**config.mk**
```make
export PLATFORM = sky130hd
export DESIGN_NAME = acmc_ctrl
export DESIGN_NICKNAME = d
export VERILOG_FILES = /design/src/hw/acmc_pkg.sv /design/src/hw/acmc_ctrl.sv
export SDC_FILE = /design/constraint.sdc
export NUM_CORES = 1
export LEC_CHECK = 0
export BUFFER_PORTS_ARGS = -buffer_cell sky130_fd_sc_hd__buf_4
export CORE_MARGIN = 10
export CORE_UTILIZATION = 45
export CTS_CLUSTER_DIAMETER = 120
export DETAILED_ROUTE_END_ITERATION = 10
export GPL_ROUTABILITY_DRIVEN = 0
export PLACE_DENSITY = 0.73
export RECOVER_POWER = 50
export SYNTH_ARGS = -nofsm -noshare
export SYNTH_HDL_FRONTEND = slang
export SYNTH_SLANG_ARGS = --single-unit
```
**constraint.sdc**
```tcl
create_clock -name i_ref_clk -period 2.7 [get_ports i_ref_clk]
set_input_delay 0.135 -clock i_ref_clk [delete_from_list [all_inputs] [get_ports i_ref_clk]]
set_output_delay 0.135 -clock i_ref_clk [all_outputs]
set_load 0.02 [all_outputs]
```
**src/hw/acmc_pkg.sv**
```systemverilog
// Package for the converter multiplexer and conversion control block.
// Assumes a 32-bit APB slave with an 8-bit byte address.
package acmc_pkg;

  // ==========================================================
  // Register byte offsets
  localparam logic [7:0] ACMC_OFF_INPUT_SEL = 8'h00;
  localparam logic [7:0] ACMC_OFF_CTRL_STS  = 8'h04;
  localparam logic [7:0] ACMC_OFF_RES_LOW   = 8'h08;
  localparam logic [7:0] ACMC_OFF_RES_HIGH  = 8'h0C;
  localparam logic [7:0] ACMC_OFF_SFIO      = 8'h10;
  localparam logic [7:0] ACMC_OFF_EVT_STS   = 8'h14;
  localparam logic [7:0] ACMC_OFF_EVT_MASK  = 8'h18;

  // ==========================================================
  // Field positions
  localparam int ACMC_IS_REF_LSB   = 6;
  localparam int ACMC_IS_LJUST     = 5;
  localparam int ACMC_CS_ENABLE    = 7;
  localparam int ACMC_CS_START     = 6;
  localparam int ACMC_CS_AUTO_TRIG = 5;
  localparam int ACMC_CS_DONE_FLAG = 4;
  localparam int ACMC_CS_DONE_IE   = 3;
  localparam int ACMC_SF_TSEL_LSB  = 5;
  localparam int ACMC_EVT_DONE     = 0;
  localparam int ACMC_EVT_ABORT    = 1;

  // ==========================================================
  // Reset values and codes
  localparam logic [7:0]  ACMC_RST_BYTE      = 8'h00;
  localparam logic [1:0]  ACMC_REF_EXT       = 2'b00;
  localparam logic [1:0]  ACMC_REF_SUPPLY    = 2'b01;
  localparam logic [1:0]  ACMC_REF_INT       = 2'b11;
  localparam logic [4:0]  ACMC_MUX_BANDGAP   = 5'b11110;
  localparam logic [4:0]  ACMC_MUX_GROUND    = 5'b11111;
  localparam logic [2:0]  ACMC_TSEL_FREE_RUN = 3'b000;
  localparam logic [1:0]  ACMC_GAIN_1X       = 2'd0;
  localparam logic [1:0]  ACMC_GAIN_10X      = 2'd1;
  localparam logic [1:0]  ACMC_GAIN_200X     = 2'd2;

  // ==========================================================
  // Timing counts in converter clock cycles
  localparam logic [4:0] ACMC_CONV_FIRST_TICKS = 5'd25;
  localparam logic [4:0] ACMC_CONV_NORM_TICKS  = 5'd13;
  localparam logic [7:0] ACMC_DIV_MIN          = 8'd2;

  // Analog front end steering
  typedef struct packed {
    logic [1:0] ref_sel;
    logic       int_ref_on;
    logic       single_ended;
    logic       differential;
    logic [2:0] pos_in;
    logic [2:0] neg_in;
    logic [1:0] gain;
    logic       bandgap;
    logic       ground;
  } acmc_ana_t;

endpackage

```
**src/hw/acmc_ctrl.sv**
```systemverilog
// Converter multiplexer selection and conversion control, APB slave.
// Assumes the converter result is stable on i_sar_result at conversion end
// and the trigger inputs are asynchronous level flags.
//
// What this block does
// - Reference code picks external, supply or internal
// - Selection changes apply only when idle, never between back-to-back conversions
// - Left justify alters presented data immediately
// - Codes 0-7 single, bandgap, ground
// - Decode differential gain and unity pairs
// - Enable powers up; disable aborts conversion
// - Start begins one, or first free run
// - First conversion 25 ticks, others 13
// - Start reads busy; writing zero ignored
// - Auto trigger on selected source rising edge
// - Done flag set in the result update cycle
// - Done flag cleared by vector or one
// - Interrupt when flag, enable, global set
// - Prescaler divides by 2 to 128
// - Low byte read locks result until high
// - Trigger source decode; free run never triggers
// - Differential results in two's complement
module acmc_ctrl
  import acmc_pkg::*;
#(
  parameter int TRIG_SRCS = 7
) (
  // Clock and reset
  input  wire logic                 i_ref_clk,
  input  wire logic                 i_rst,
  // APB slave
  input  wire logic                 i_psel,
  input  wire logic                 i_penable,
  input  wire logic                 i_pwrite,
  input  wire logic [7:0]           i_paddr,
  input  wire logic [31:0]          i_pwdata,
  output logic      [31:0]          o_prdata,
  output logic                      o_pready,
  output logic                      o_pslverr,
  // Processor side
  input  wire logic                 i_global_irq_en,
  input  wire logic                 i_irq_vector_ack,
  output logic                      o_irq,
  // Trigger sources 1..7
  input  wire logic [TRIG_SRCS-1:0] i_trig_src,
  // Converter side
  input  wire logic [9:0]           i_sar_result,
  output acmc_ana_t                 o_ana_sel,
  output logic                      o_powered,
  output logic                      o_busy,
  output logic                      o_sample,
  output logic                      o_conv_tick
);

  // ==========================================================
  // Functions
  function automatic acmc_ana_t decode_sel(input logic [1:0] ref_sel,
                                           input logic [4:0] mux);
    acmc_ana_t a;
    a = '0;
    a.ref_sel    = ref_sel;
    a.int_ref_on = (ref_sel == ACMC_REF_INT);
    if (mux[4:3] == 2'b00) begin
      a.single_ended = 1'b1;
      a.pos_in       = mux[2:0];
    end else if (mux == ACMC_MUX_BANDGAP) begin
      a.bandgap = 1'b1;
    end else if (mux == ACMC_MUX_GROUND) begin
      a.ground = 1'b1;
    // gain pairs against input 0 or 2
    end else if (mux[4:3] == 2'b01) begin
      a.differential = 1'b1;
      a.pos_in       = {1'b0, mux[2], mux[0]};
      a.neg_in       = mux[2] ? 3'd2 : 3'd0;
      a.gain         = mux[1] ? ACMC_GAIN_200X : ACMC_GAIN_10X;
    // unity pairs against input 1 or 2
    end else begin
      a.differential = 1'b1;
      a.pos_in       = mux[2:0];
      a.neg_in       = mux[3] ? 3'd2 : 3'd1;
      a.gain         = ACMC_GAIN_1X;
    end
    return a;
  endfunction

  function automatic logic [7:0] div_factor(input logic [2:0] sel);
    if (sel < 3'd2) begin
      return ACMC_DIV_MIN;
    end
    return 8'h01 << sel;
  endfunction

  // ==========================================================
  // Registers
  logic [1:0]           ref_r;
  logic                 ljust_r;
  logic [4:0]           mux_r;
  logic                 en_r;
  logic                 ate_r;
  logic                 flag_r;
  logic                 ie_r;
  logic [2:0]           div_r;
  logic [2:0]           tsel_r;
  logic [1:0]           evt_sts_r;
  logic [1:0]           evt_mask_r;
  logic                 busy_r;
  logic                 first_pend_r;
  logic [4:0]           conv_len_r;
  logic [4:0]           tick_cnt_r;
  logic [6:0]           pre_cnt_r;
  acmc_ana_t            act_r;
  logic [9:0]           result_r;
  logic                 lock_r;
  logic [31:0]          prdata_r;
  logic                 err_r;
  logic [TRIG_SRCS-1:0] trig_s1_r;
  logic [TRIG_SRCS-1:0] trig_s2_r;
  logic                 trig_prev_r;

  // ==========================================================
  // APB decode
  logic        wr_acc;
  logic        rd_acc;
  logic        rd_setup;
  logic        addr_ok;
  logic        wr_is;
  logic        wr_cs;
  logic        en_nxt;
  logic [15:0] present;

  assign wr_acc   = i_psel && i_penable && i_pwrite;
  assign rd_acc   = i_psel && i_penable && !i_pwrite;
  assign rd_setup = i_psel && !i_penable && !i_pwrite;
  assign addr_ok  = (i_paddr == ACMC_OFF_INPUT_SEL) || (i_paddr == ACMC_OFF_CTRL_STS) ||
                    (i_paddr == ACMC_OFF_RES_LOW)   || (i_paddr == ACMC_OFF_RES_HIGH) ||
                    (i_paddr == ACMC_OFF_SFIO)      || (i_paddr == ACMC_OFF_EVT_STS)  ||
                    (i_paddr == ACMC_OFF_EVT_MASK);
  assign wr_is    = wr_acc && (i_paddr == ACMC_OFF_INPUT_SEL);
  assign wr_cs    = wr_acc && (i_paddr == ACMC_OFF_CTRL_STS);
  assign en_nxt   = wr_cs ? i_pwdata[ACMC_CS_ENABLE] : en_r;

  // presentation follows the live justify bit
  assign present  = ljust_r ? {result_r, 6'b00_0000} : {6'b00_0000, result_r};

  assign o_pready  = 1'b1;
  assign o_prdata  = prdata_r;
  assign o_pslverr = i_psel && i_penable && err_r;

  // ==========================================================
  // Trigger synchroniser and edge detect
  logic trig_sel;
  logic trig_rise;

  always_ff @(posedge i_ref_clk) begin
    if (i_rst) begin
      trig_s1_r   <= '0;
      trig_s2_r   <= '0;
      trig_prev_r <= 1'b0;
    end else begin
      trig_s1_r   <= i_trig_src;
      trig_s2_r   <= trig_s1_r;
      trig_prev_r <= trig_sel;
    end
  end

  // free run selects no external source
  assign trig_sel  = (tsel_r == ACMC_TSEL_FREE_RUN) ? 1'b0 : trig_s2_r[tsel_r - 3'd1];
  assign trig_rise = trig_sel && !trig_prev_r;

  // ==========================================================
  // Prescaler
  logic [7:0] div_val;
  logic       tick;

  assign div_val = div_factor(div_r);
  assign tick    = en_r && ({1'b0, pre_cnt_r} >= (div_val - 8'd1));

  always_ff @(posedge i_ref_clk) begin
    if (i_rst) begin
      pre_cnt_r <= '0;
    end else if (!en_r || tick) begin
      pre_cnt_r <= '0;
    end else begin
      pre_cnt_r <= pre_cnt_r + 7'd1;
    end
  end

  // ==========================================================
  // Conversion sequencer
  logic sw_start;
  logic auto_start;
  logic free_start;
  logic start_req;
  logic first_now;
  logic done_pulse;
  logic abort;

  // a start write begins one conversion
  assign sw_start   = wr_cs && i_pwdata[ACMC_CS_START];
  assign auto_start = en_r && ate_r && trig_rise;
  assign free_start = ate_r && (tsel_r == ACMC_TSEL_FREE_RUN) && done_pulse;
  assign start_req  = (sw_start || auto_start || free_start) && en_nxt &&
                      (!busy_r || done_pulse);
  assign first_now  = first_pend_r || (en_nxt && !en_r);
  assign done_pulse = busy_r && tick && (tick_cnt_r == conv_len_r - 5'd1) && en_nxt;
  assign abort      = busy_r && !en_nxt;

  always_ff @(posedge i_ref_clk) begin
    if (i_rst) begin
      busy_r     <= 1'b0;
      tick_cnt_r <= '0;
      conv_len_r <= ACMC_CONV_NORM_TICKS;
    end else if (start_req) begin
      busy_r     <= 1'b1;
      tick_cnt_r <= '0;
      conv_len_r <= first_now ? ACMC_CONV_FIRST_TICKS : ACMC_CONV_NORM_TICKS;
    end else if (abort || done_pulse) begin
      busy_r     <= 1'b0;
      tick_cnt_r <= '0;
    end else if (busy_r && tick) begin
      tick_cnt_r <= tick_cnt_r + 5'd1;
    end
  end

  always_ff @(posedge i_ref_clk) begin
    if (i_rst) begin
      first_pend_r <= 1'b0;
    end else if (start_req) begin
      first_pend_r <= 1'b0;
    end else if (en_nxt && !en_r) begin
      first_pend_r <= 1'b1;
    end
  end

  // selection held for the whole conversion
  always_ff @(posedge i_ref_clk) begin
    if (i_rst) begin
      act_r <= '0;
    end else if (!busy_r) begin
      act_r <= decode_sel(ref_r, mux_r);
    end
  end

  assign o_ana_sel   = act_r;
  assign o_powered   = en_r;
  assign o_busy      = busy_r;
  assign o_sample    = busy_r && (tick_cnt_r == 5'd0) && tick;
  assign o_conv_tick = busy_r && tick;

  // ==========================================================
  // Result and read lock
  always_ff @(posedge i_ref_clk) begin
    if (i_rst) begin
      result_r <= '0;
    // locked result keeps the old value
    end else if (done_pulse && !lock_r) begin
      result_r <= act_r.differential ? {~i_sar_result[9], i_sar_result[8:0]} : i_sar_result;
    end
  end

  // low byte read locks, high byte unlocks
  always_ff @(posedge i_ref_clk) begin
    if (i_rst) begin
      lock_r <= 1'b0;
    end else if (rd_acc && (i_paddr == ACMC_OFF_RES_LOW)) begin
      lock_r <= 1'b1;
    end else if (rd_acc && (i_paddr == ACMC_OFF_RES_HIGH)) begin
      lock_r <= 1'b0;
    end
  end

  // ==========================================================
  // Software registers
  always_ff @(posedge i_ref_clk) begin
    if (i_rst) begin
      ref_r   <= '0;
      ljust_r <= 1'b0;
      mux_r   <= '0;
    end else if (wr_is) begin
      ref_r   <= i_pwdata[ACMC_IS_REF_LSB +: 2];
      ljust_r <= i_pwdata[ACMC_IS_LJUST];
      mux_r   <= i_pwdata[4:0];
    end
  end

  always_ff @(posedge i_ref_clk) begin
    if (i_rst) begin
      en_r   <= 1'b0;
      ate_r  <= 1'b0;
      ie_r   <= 1'b0;
      div_r  <= '0;
      tsel_r <= '0;
    end else begin
      en_r <= en_nxt;
      if (wr_cs) begin
        ate_r <= i_pwdata[ACMC_CS_AUTO_TRIG];
        ie_r  <= i_pwdata[ACMC_CS_DONE_IE];
        div_r <= i_pwdata[2:0];
      end
      if (wr_acc && (i_paddr == ACMC_OFF_SFIO)) begin
        tsel_r <= i_pwdata[ACMC_SF_TSEL_LSB +: 3];
      end
    end
  end

  // flag set on completion, set wins
  always_ff @(posedge i_ref_clk) begin
    if (i_rst) begin
      flag_r <= 1'b0;
    end else if (done_pulse) begin
      flag_r <= 1'b1;
    // vector or write of one clears
    end else if (i_irq_vector_ack || (wr_cs && i_pwdata[ACMC_CS_DONE_FLAG])) begin
      flag_r <= 1'b0;
    end
  end

  // Event status, write one to clear, set wins
  logic [1:0] evt_set;
  logic [1:0] evt_clr;

  assign evt_set = {abort, done_pulse};
  assign evt_clr = (wr_acc && (i_paddr == ACMC_OFF_EVT_STS)) ? i_pwdata[1:0] : 2'b00;

  always_ff @(posedge i_ref_clk) begin
    if (i_rst) begin
      evt_sts_r  <= '0;
      evt_mask_r <= '0;
    end else begin
      evt_sts_r <= (evt_sts_r & ~evt_clr) | evt_set;
      if (wr_acc && (i_paddr == ACMC_OFF_EVT_MASK)) begin
        evt_mask_r <= i_pwdata[1:0];
      end
    end
  end

  // flag gated by enable, events by mask, both by global enable
  always_ff @(posedge i_ref_clk) begin
    if (i_rst) begin
      o_irq <= 1'b0;
    end else begin
      o_irq <= i_global_irq_en && ((flag_r && ie_r) || |(evt_sts_r & evt_mask_r));
    end
  end

  // ==========================================================
  // Read data captured in the setup cycle
  always_ff @(posedge i_ref_clk) begin
    if (i_rst) begin
      prdata_r <= '0;
      err_r    <= 1'b0;
    end else if (i_psel && !i_penable) begin
      err_r    <= !addr_ok;
      prdata_r <= '0;
      if (rd_setup) begin
        case (i_paddr)
          ACMC_OFF_INPUT_SEL: prdata_r[7:0] <= {ref_r, ljust_r, mux_r};
          ACMC_OFF_CTRL_STS:  prdata_r[7:0] <= {en_r, busy_r, ate_r, flag_r, ie_r, div_r};
          ACMC_OFF_RES_LOW:   prdata_r[7:0] <= present[7:0];
          ACMC_OFF_RES_HIGH:  prdata_r[7:0] <= present[15:8];
          ACMC_OFF_SFIO:      prdata_r[7:0] <= {tsel_r, 5'b0_0000};
          ACMC_OFF_EVT_STS:   prdata_r[1:0] <= evt_sts_r;
          ACMC_OFF_EVT_MASK:  prdata_r[1:0] <= evt_mask_r;
          default:            prdata_r      <= '0;
        endcase
      end
    end
  end
endmodule

```
# Word-level counts from Yosys, hierarchy flattened

Index checks and enable logic that the tools add are counted.

$add $sub $neg: 5
Order comparisons: 3
Eq/ne operators: 11
Shifts and indexed selects: 1
Multiplexer cells: 33
Bitwise logic cells: 5
Reductions and logical operators: 66

Operators by type and width:

| operator                                                               | count |
|---|---|
| 1-bit logical AND                                                      | 33 |
| 8-bit 2-to-1 mux                                                       | 4 |
| 6-bit case mux with 5 select lines                                     | 1 |
| 8-bit by 5-bit equality test with 1-bit output (second input constant) | 3 |
| 9-bit 2-to-1 mux                                                       | 2 |
| 8-bit by 4-bit equality test with 1-bit output (second input constant) | 2 |
| 16-bit 2-to-1 mux                                                      | 1 |
| 1-bit 2-to-1 mux                                                       | 15 |
| 1-bit logical OR                                                       | 14 |
| 2-bit case mux with 6 select lines                                     | 1 |
| 5-bit equality test (second input constant)                            | 2 |
| 10-bit 2-to-1 mux                                                      | 1 |
| 8-bit by 3-bit equality test with 1-bit output (second input constant) | 1 |
| 7-bit by 8-bit greater-or-equal comparator with 1-bit output           | 1 |
| 1-bit zero test                                                        | 8 |
| 8-bit zero test                                                        | 1 |
| 2-bit 2-to-1 mux                                                       | 4 |
| 1-bit by 3-bit << shifter with 8-bit output (first input constant)     | 1 |
| 8-bit by 1-bit subtractor with 8-bit output (second input constant)    | 1 |
| 7-bit by 1-bit adder with 7-bit output (second input constant)         | 1 |
| 7-bit 2-to-1 mux                                                       | 1 |
| 2-bit nonzero test                                                     | 3 |
| 2-bit OR reduction                                                     | 3 |
| 5-bit by 1-bit adder with 5-bit output (second input constant)         | 1 |
| other kinds (18)                                                       | 19 |

Flip-flop bits (word level): 116
Bits of input ports: 64

# Depth between registers and ports, before layout

Word-level depth: 14
Mapped depth: 14
Gate-level depth less buffers: 13

# Least setup slack after synthesis

No wires, ideal clock.

Path type: reg-to-output
Start: register div_r[2]
End: output o_sample
Arrival: 2.688 ns
Data required time: 2.565 ns
Slack: -0.123 ns
Cell stages (with the launch flop): 12
Cell sequence: dfxtp_1 > inv_1 > nand2_1 > ha_1 > clkbuf_1 > xnor2_1 > ha_1 > a21oi_1 > a21oi_1 > o2111ai_1 > a21oi_1 > and4b_1

Word-level cells in the longest chain between the ends: 7
Elaborated cells between the ends (all ways): 8
Those cells by class: 1 x add/sub; 2 x order compare; 1 x shift; 2 x mux; 2 x reduce/logical

Ends and longest elaborated chain:

| item                                                           | RTL line         | text |
|---|---|---|
| start, declared                                                | acmc_ctrl.sv:102 | `logic [2:0] div_r;` |
| start signal, assigned                                         | acmc_ctrl.sv:298 | `div_r <= i_pwdata[2:0];` |
| 3-bit by 2-bit less-than comparator with 1-bit output          | acmc_ctrl.sv:87  | `if (sel < 3'd2) begin` |
| 1-bit 2-to-1 mux                                               | acmc_ctrl.sv:87  |  |
| 8-bit 2-to-1 mux *                                             | acmc_ctrl.sv:90  | `return 8'h01 << sel;` |
| 8-bit by 1-bit subtractor with 8-bit output *                  | acmc_ctrl.sv:176 | `assign tick = en_r && ({1'b0, pre_cnt_r} >= (div_val - 8'd1));` |
| 7-bit by 8-bit greater-or-equal comparator with 1-bit output * | acmc_ctrl.sv:176 |  |
| 1-bit logical AND *                                            | acmc_ctrl.sv:176 |  |
| 1-bit logical AND *                                            | acmc_ctrl.sv:247 | `assign o_sample = busy_r && (tick_cnt_r == 5'd0) && tick;` |
| end, declared                                                  | acmc_ctrl.sv:51  | `output logic o_sample,` |

Every way passes the cells marked *; elsewhere a longest branch is shown, timed or not.

# Worst setup path after layout

Start: register div_r[1]
End: output o_sample

The elaborated chain is that of the path after synthesis.

==> qor.yml <==
status:
  run_status: "complete, but fails checks"
  violations: "slew limit"
grt:
  grt_pass1_wl_mm: 18.2
  antenna_found_initial: 0
  grt_pass1_vias: 3739
  grt_overflow: 0
  track_usage_pct: 15.4
  grt_max_degree: 79
sta:
  setup_viol: 0
  max_freq_ghz: 0.379
  setup_slack_ns: 0.0608
  timing.final.crit_share_pct: 97.7
  grt_setup_unrepaired: "true"
  slew_viol_final: 63
  whs_ns: 0.00807
  maxSlewHeadroom_pct: -0.305
  hold_viol: 0
  skew_ns: 0.0120
  min_period_ns: 2.64
  worstMarginPinSlew_ns: 1.50
synth:
  synth_edf_count: 0
  ys_ff_latch: 88
  syn-cell-area_um2: 4430
  avgSynthCellArea_um2: 8.74
  synth_cell_type_count: 65
  synth_area_leader_cell: "dfxtp_1"
  yosys.area.top_type_share_pct: 39.7
  synth_common_cells: "dfxtp_1, nor2_1, a21oi_1, mux2i_1, nand2_1"
  synth.most_common_cell: "dfxtp_1"
  synth_flop_cell: "dfxtp_1"
  ys_seq_area_share_pct: 39.7
  ys_warn_count: 0
  syn_inst: 507
  synthTopCellsByArea: "dfxtp_1, mux2i_1, nor2_1, buf_4, a21oi_1"
  async_reset_ff_share_pct: 0
worst_setup_path:
  worstPathMaxFanout: 5
  r2r_start: "div_r[1]"
  crit_path_start_kind: "register"
  end_kind: "primary output"
  crit_path_start: "div_r[1]"
  cp.required_ns: 2.57
  worstRegToRegCells: 11
  crit_type: "register to primary output"
  cp.arrival_ns: 2.50
  rrSetupSlack_ns: 0.09
  rr_endpoint: "conv_len_r[4]"
clocking:
  clock-sinks: 88
  clockRootBuffer: "clkbuf_8"
  numCtsBuffers: 9
  cts.clk_slew.worst_paths_ns: 0.09
  cts_buffer_depth: 2
  insertion_delay_ns: 0.37
  cts_tree: "built"
  h-tree-depth: 3
final_layout:
  num_antenna_cells: 0
  layoutNonFillerInstCount: 723
  nets: 663
  areaGrowthSynthToFinish_pct: 19.4
  postLayoutCoreUtil_pct: 54.7
  drive_gt1_share_pct: 17.8
detailed_routing:
  first_pass_iters: 5
  wl_per_cell_um: 15.4
  drt-initial-drc-count: 231
  routed_wl_mm: 11.2
  drc: 0
  vias_per_cell: 5.28
  antenna_left: 0
  route.vias.total: 3817
pwr:
  pwr-share-seq_pct: 56.0
  pwr-share-clk_pct: 35.8
  p_int_uw: 1760
  power_density_nw_per_um2: 442
  power_uw: 2340
  leakage_uw: 0.00202
  power_frac_comb_pct: 8.2
  power.switching_uw: 580
  switching_share_pct: 24.8
  peakVddDrop_mv: 0.258
min_path:
  min_from: "i_sar_result[3]"
  hold_end: "result_r[3]"
  hold_path.class: "primary input to register"
  hold_depth: 3
placement:
  pre_cts_slack_ns: -0.00148
  dp_hpwl_mm: 8.27
  io_buffers: 67
  dp.cells: 693
die:
  die_h_um: 119
  start_util_pct: 45.8
  dieArea_um2: 14200
  core_area_um2: 9680
  rows: 36
  die_w_um: 119
  pin_count: 118
job:
  drv_cap: 0
-- per-stage QoR --
stage | instance area (um^2) | TNS (ns)
2_1_floorplan | 4540 | 0
3_5_place_dp | 5000 | -0.00148
3_3_place_gp | 5000 | 0
4_1_cts | 5310 | 0
5_1_grt | 5300 | -0.535
6_report | 5300 | 0
-- worst max-delay path by stage --
stage                          to  depth (start not counted)
floorplan           conv_len_r[4]                         13
global placement    conv_len_r[4]                         11
detailed placement  conv_len_r[4]                         11
CTS                      o_sample                         12
global route             o_sample                         12
finish                   o_sample                         11
-- critical path: stages (launching register included) --
cell and delay [ns]:
dfxtp_2 0.33, inv_2 0.07, nand2_2 0.07, ha_4 0.18
xnor2_1 0.19, ha_1 0.27, a31oi_1 0.22, nor2b_2 0.09
o2111ai_4 0.29, a21oi_4 0.10, and4b_1 0.19, buf_6 0.13
-- power groups by stage --
| stage | sequential (uW) | clock, uW | combinational, uW |
|---|---|---|---|
| finish | 1310 | 838 | 193 |
| global route | 1310 | 902 | 209 |
| CTS | 1310 | 866 | 187 |
| detailed placement | 1340 | 0 | 174 |
| global placement | 1340 | 0 | 172 |
| floorplan | 1340 | 0 | 130 |
-- kinds of logic after synthesis --
| logic type | after synthesis | share of synthesized area [%] |
|---|---|---|
| and+or+nand+nor | 185 | 21.6 |
| AOI/OAI and AO/OA | 97 | 14.6 |
| DFF | 88 | 39.7 |
| buffers and inverters | 70 | 8.52 |
| muxes | 38 | 8.92 |
| xor gates and xnor gates | 14 | 2.77 |
| adders and majority gates | 13 | 3.67 |
| other | 2 | 0.169 |
-- registers in the layout, summed over array words and instances (netlist names), 3 cells and up --
signal and count:
trig_s1_r 7, tsel_r 3, o_ana_sel 14, mux_r 5
tick_cnt_r 5, trig_s2_r 7, pre_cnt_r 7, div_r 3
o_prdata 8, result_r 10
-- per-layer routing --
layer	track usage, %	up-vias	part of all wire [%]
met1	18.4	1774	43
met5	0	-	0
met3	4.96	23	7.6
li1	-	1877	-
met4	6.95	0	2.4
met2	24.8	143	47
-- area by class of cell --
class                   instances  area (um^2)
inverters                      17         66.3
repair buffers                 95          661
clock inverters                 3         17.5
multi-input cells             375         2460
flip-flops and latches         88         1760
well taps                     133          166
clock buffers                  12          155
fillers                       910         4390
-- what timing repair did --
item | CTS | global route
hold endpoints to repair | 11 | 0
pin swaps | 4 | 17
hold buffers | 11 | 0
buffers inserted | 1 | 4
resized for setup | 6 | 17
gates cloned | 0 | 0
endpoints found under the setup margin | 3 | 24
-- cells in the final DEF, fill, tap and decap left out, types with 2 or more instances in the layout --
cell type,n
clkbuf_8,11
nand4_1,7
clkbuf_1,27
ha_1,12
xnor2_1,11
a21oi_2,4
conb_1,28
dlygate4sd3_1,11
nor3_1,13
nor2b_1,22
a211oi_2,3
and3_1,4
dfxtp_2,2
a21oi_1,30
buf_6,2
nor4b_1,3
dfxtp_1,86
o2bb2ai_1,2
or2_2,2
a31oi_1,4
nor2_1,72
a22oi_1,9
nand3_1,8
nand2_1,27
a21o_1,2
xor2_1,3
buf_4,54
inv_2,2
o22ai_1,4
o21ai_0,10
a32oi_1,2
inv_1,14
o211ai_1,5
a221oi_1,2
mux2i_1,35
a211oi_1,5
clkinv_2,2
a2bb2oi_1,2
nand2b_1,4
and2_1,4
Power figures use the tool's default switching activity.
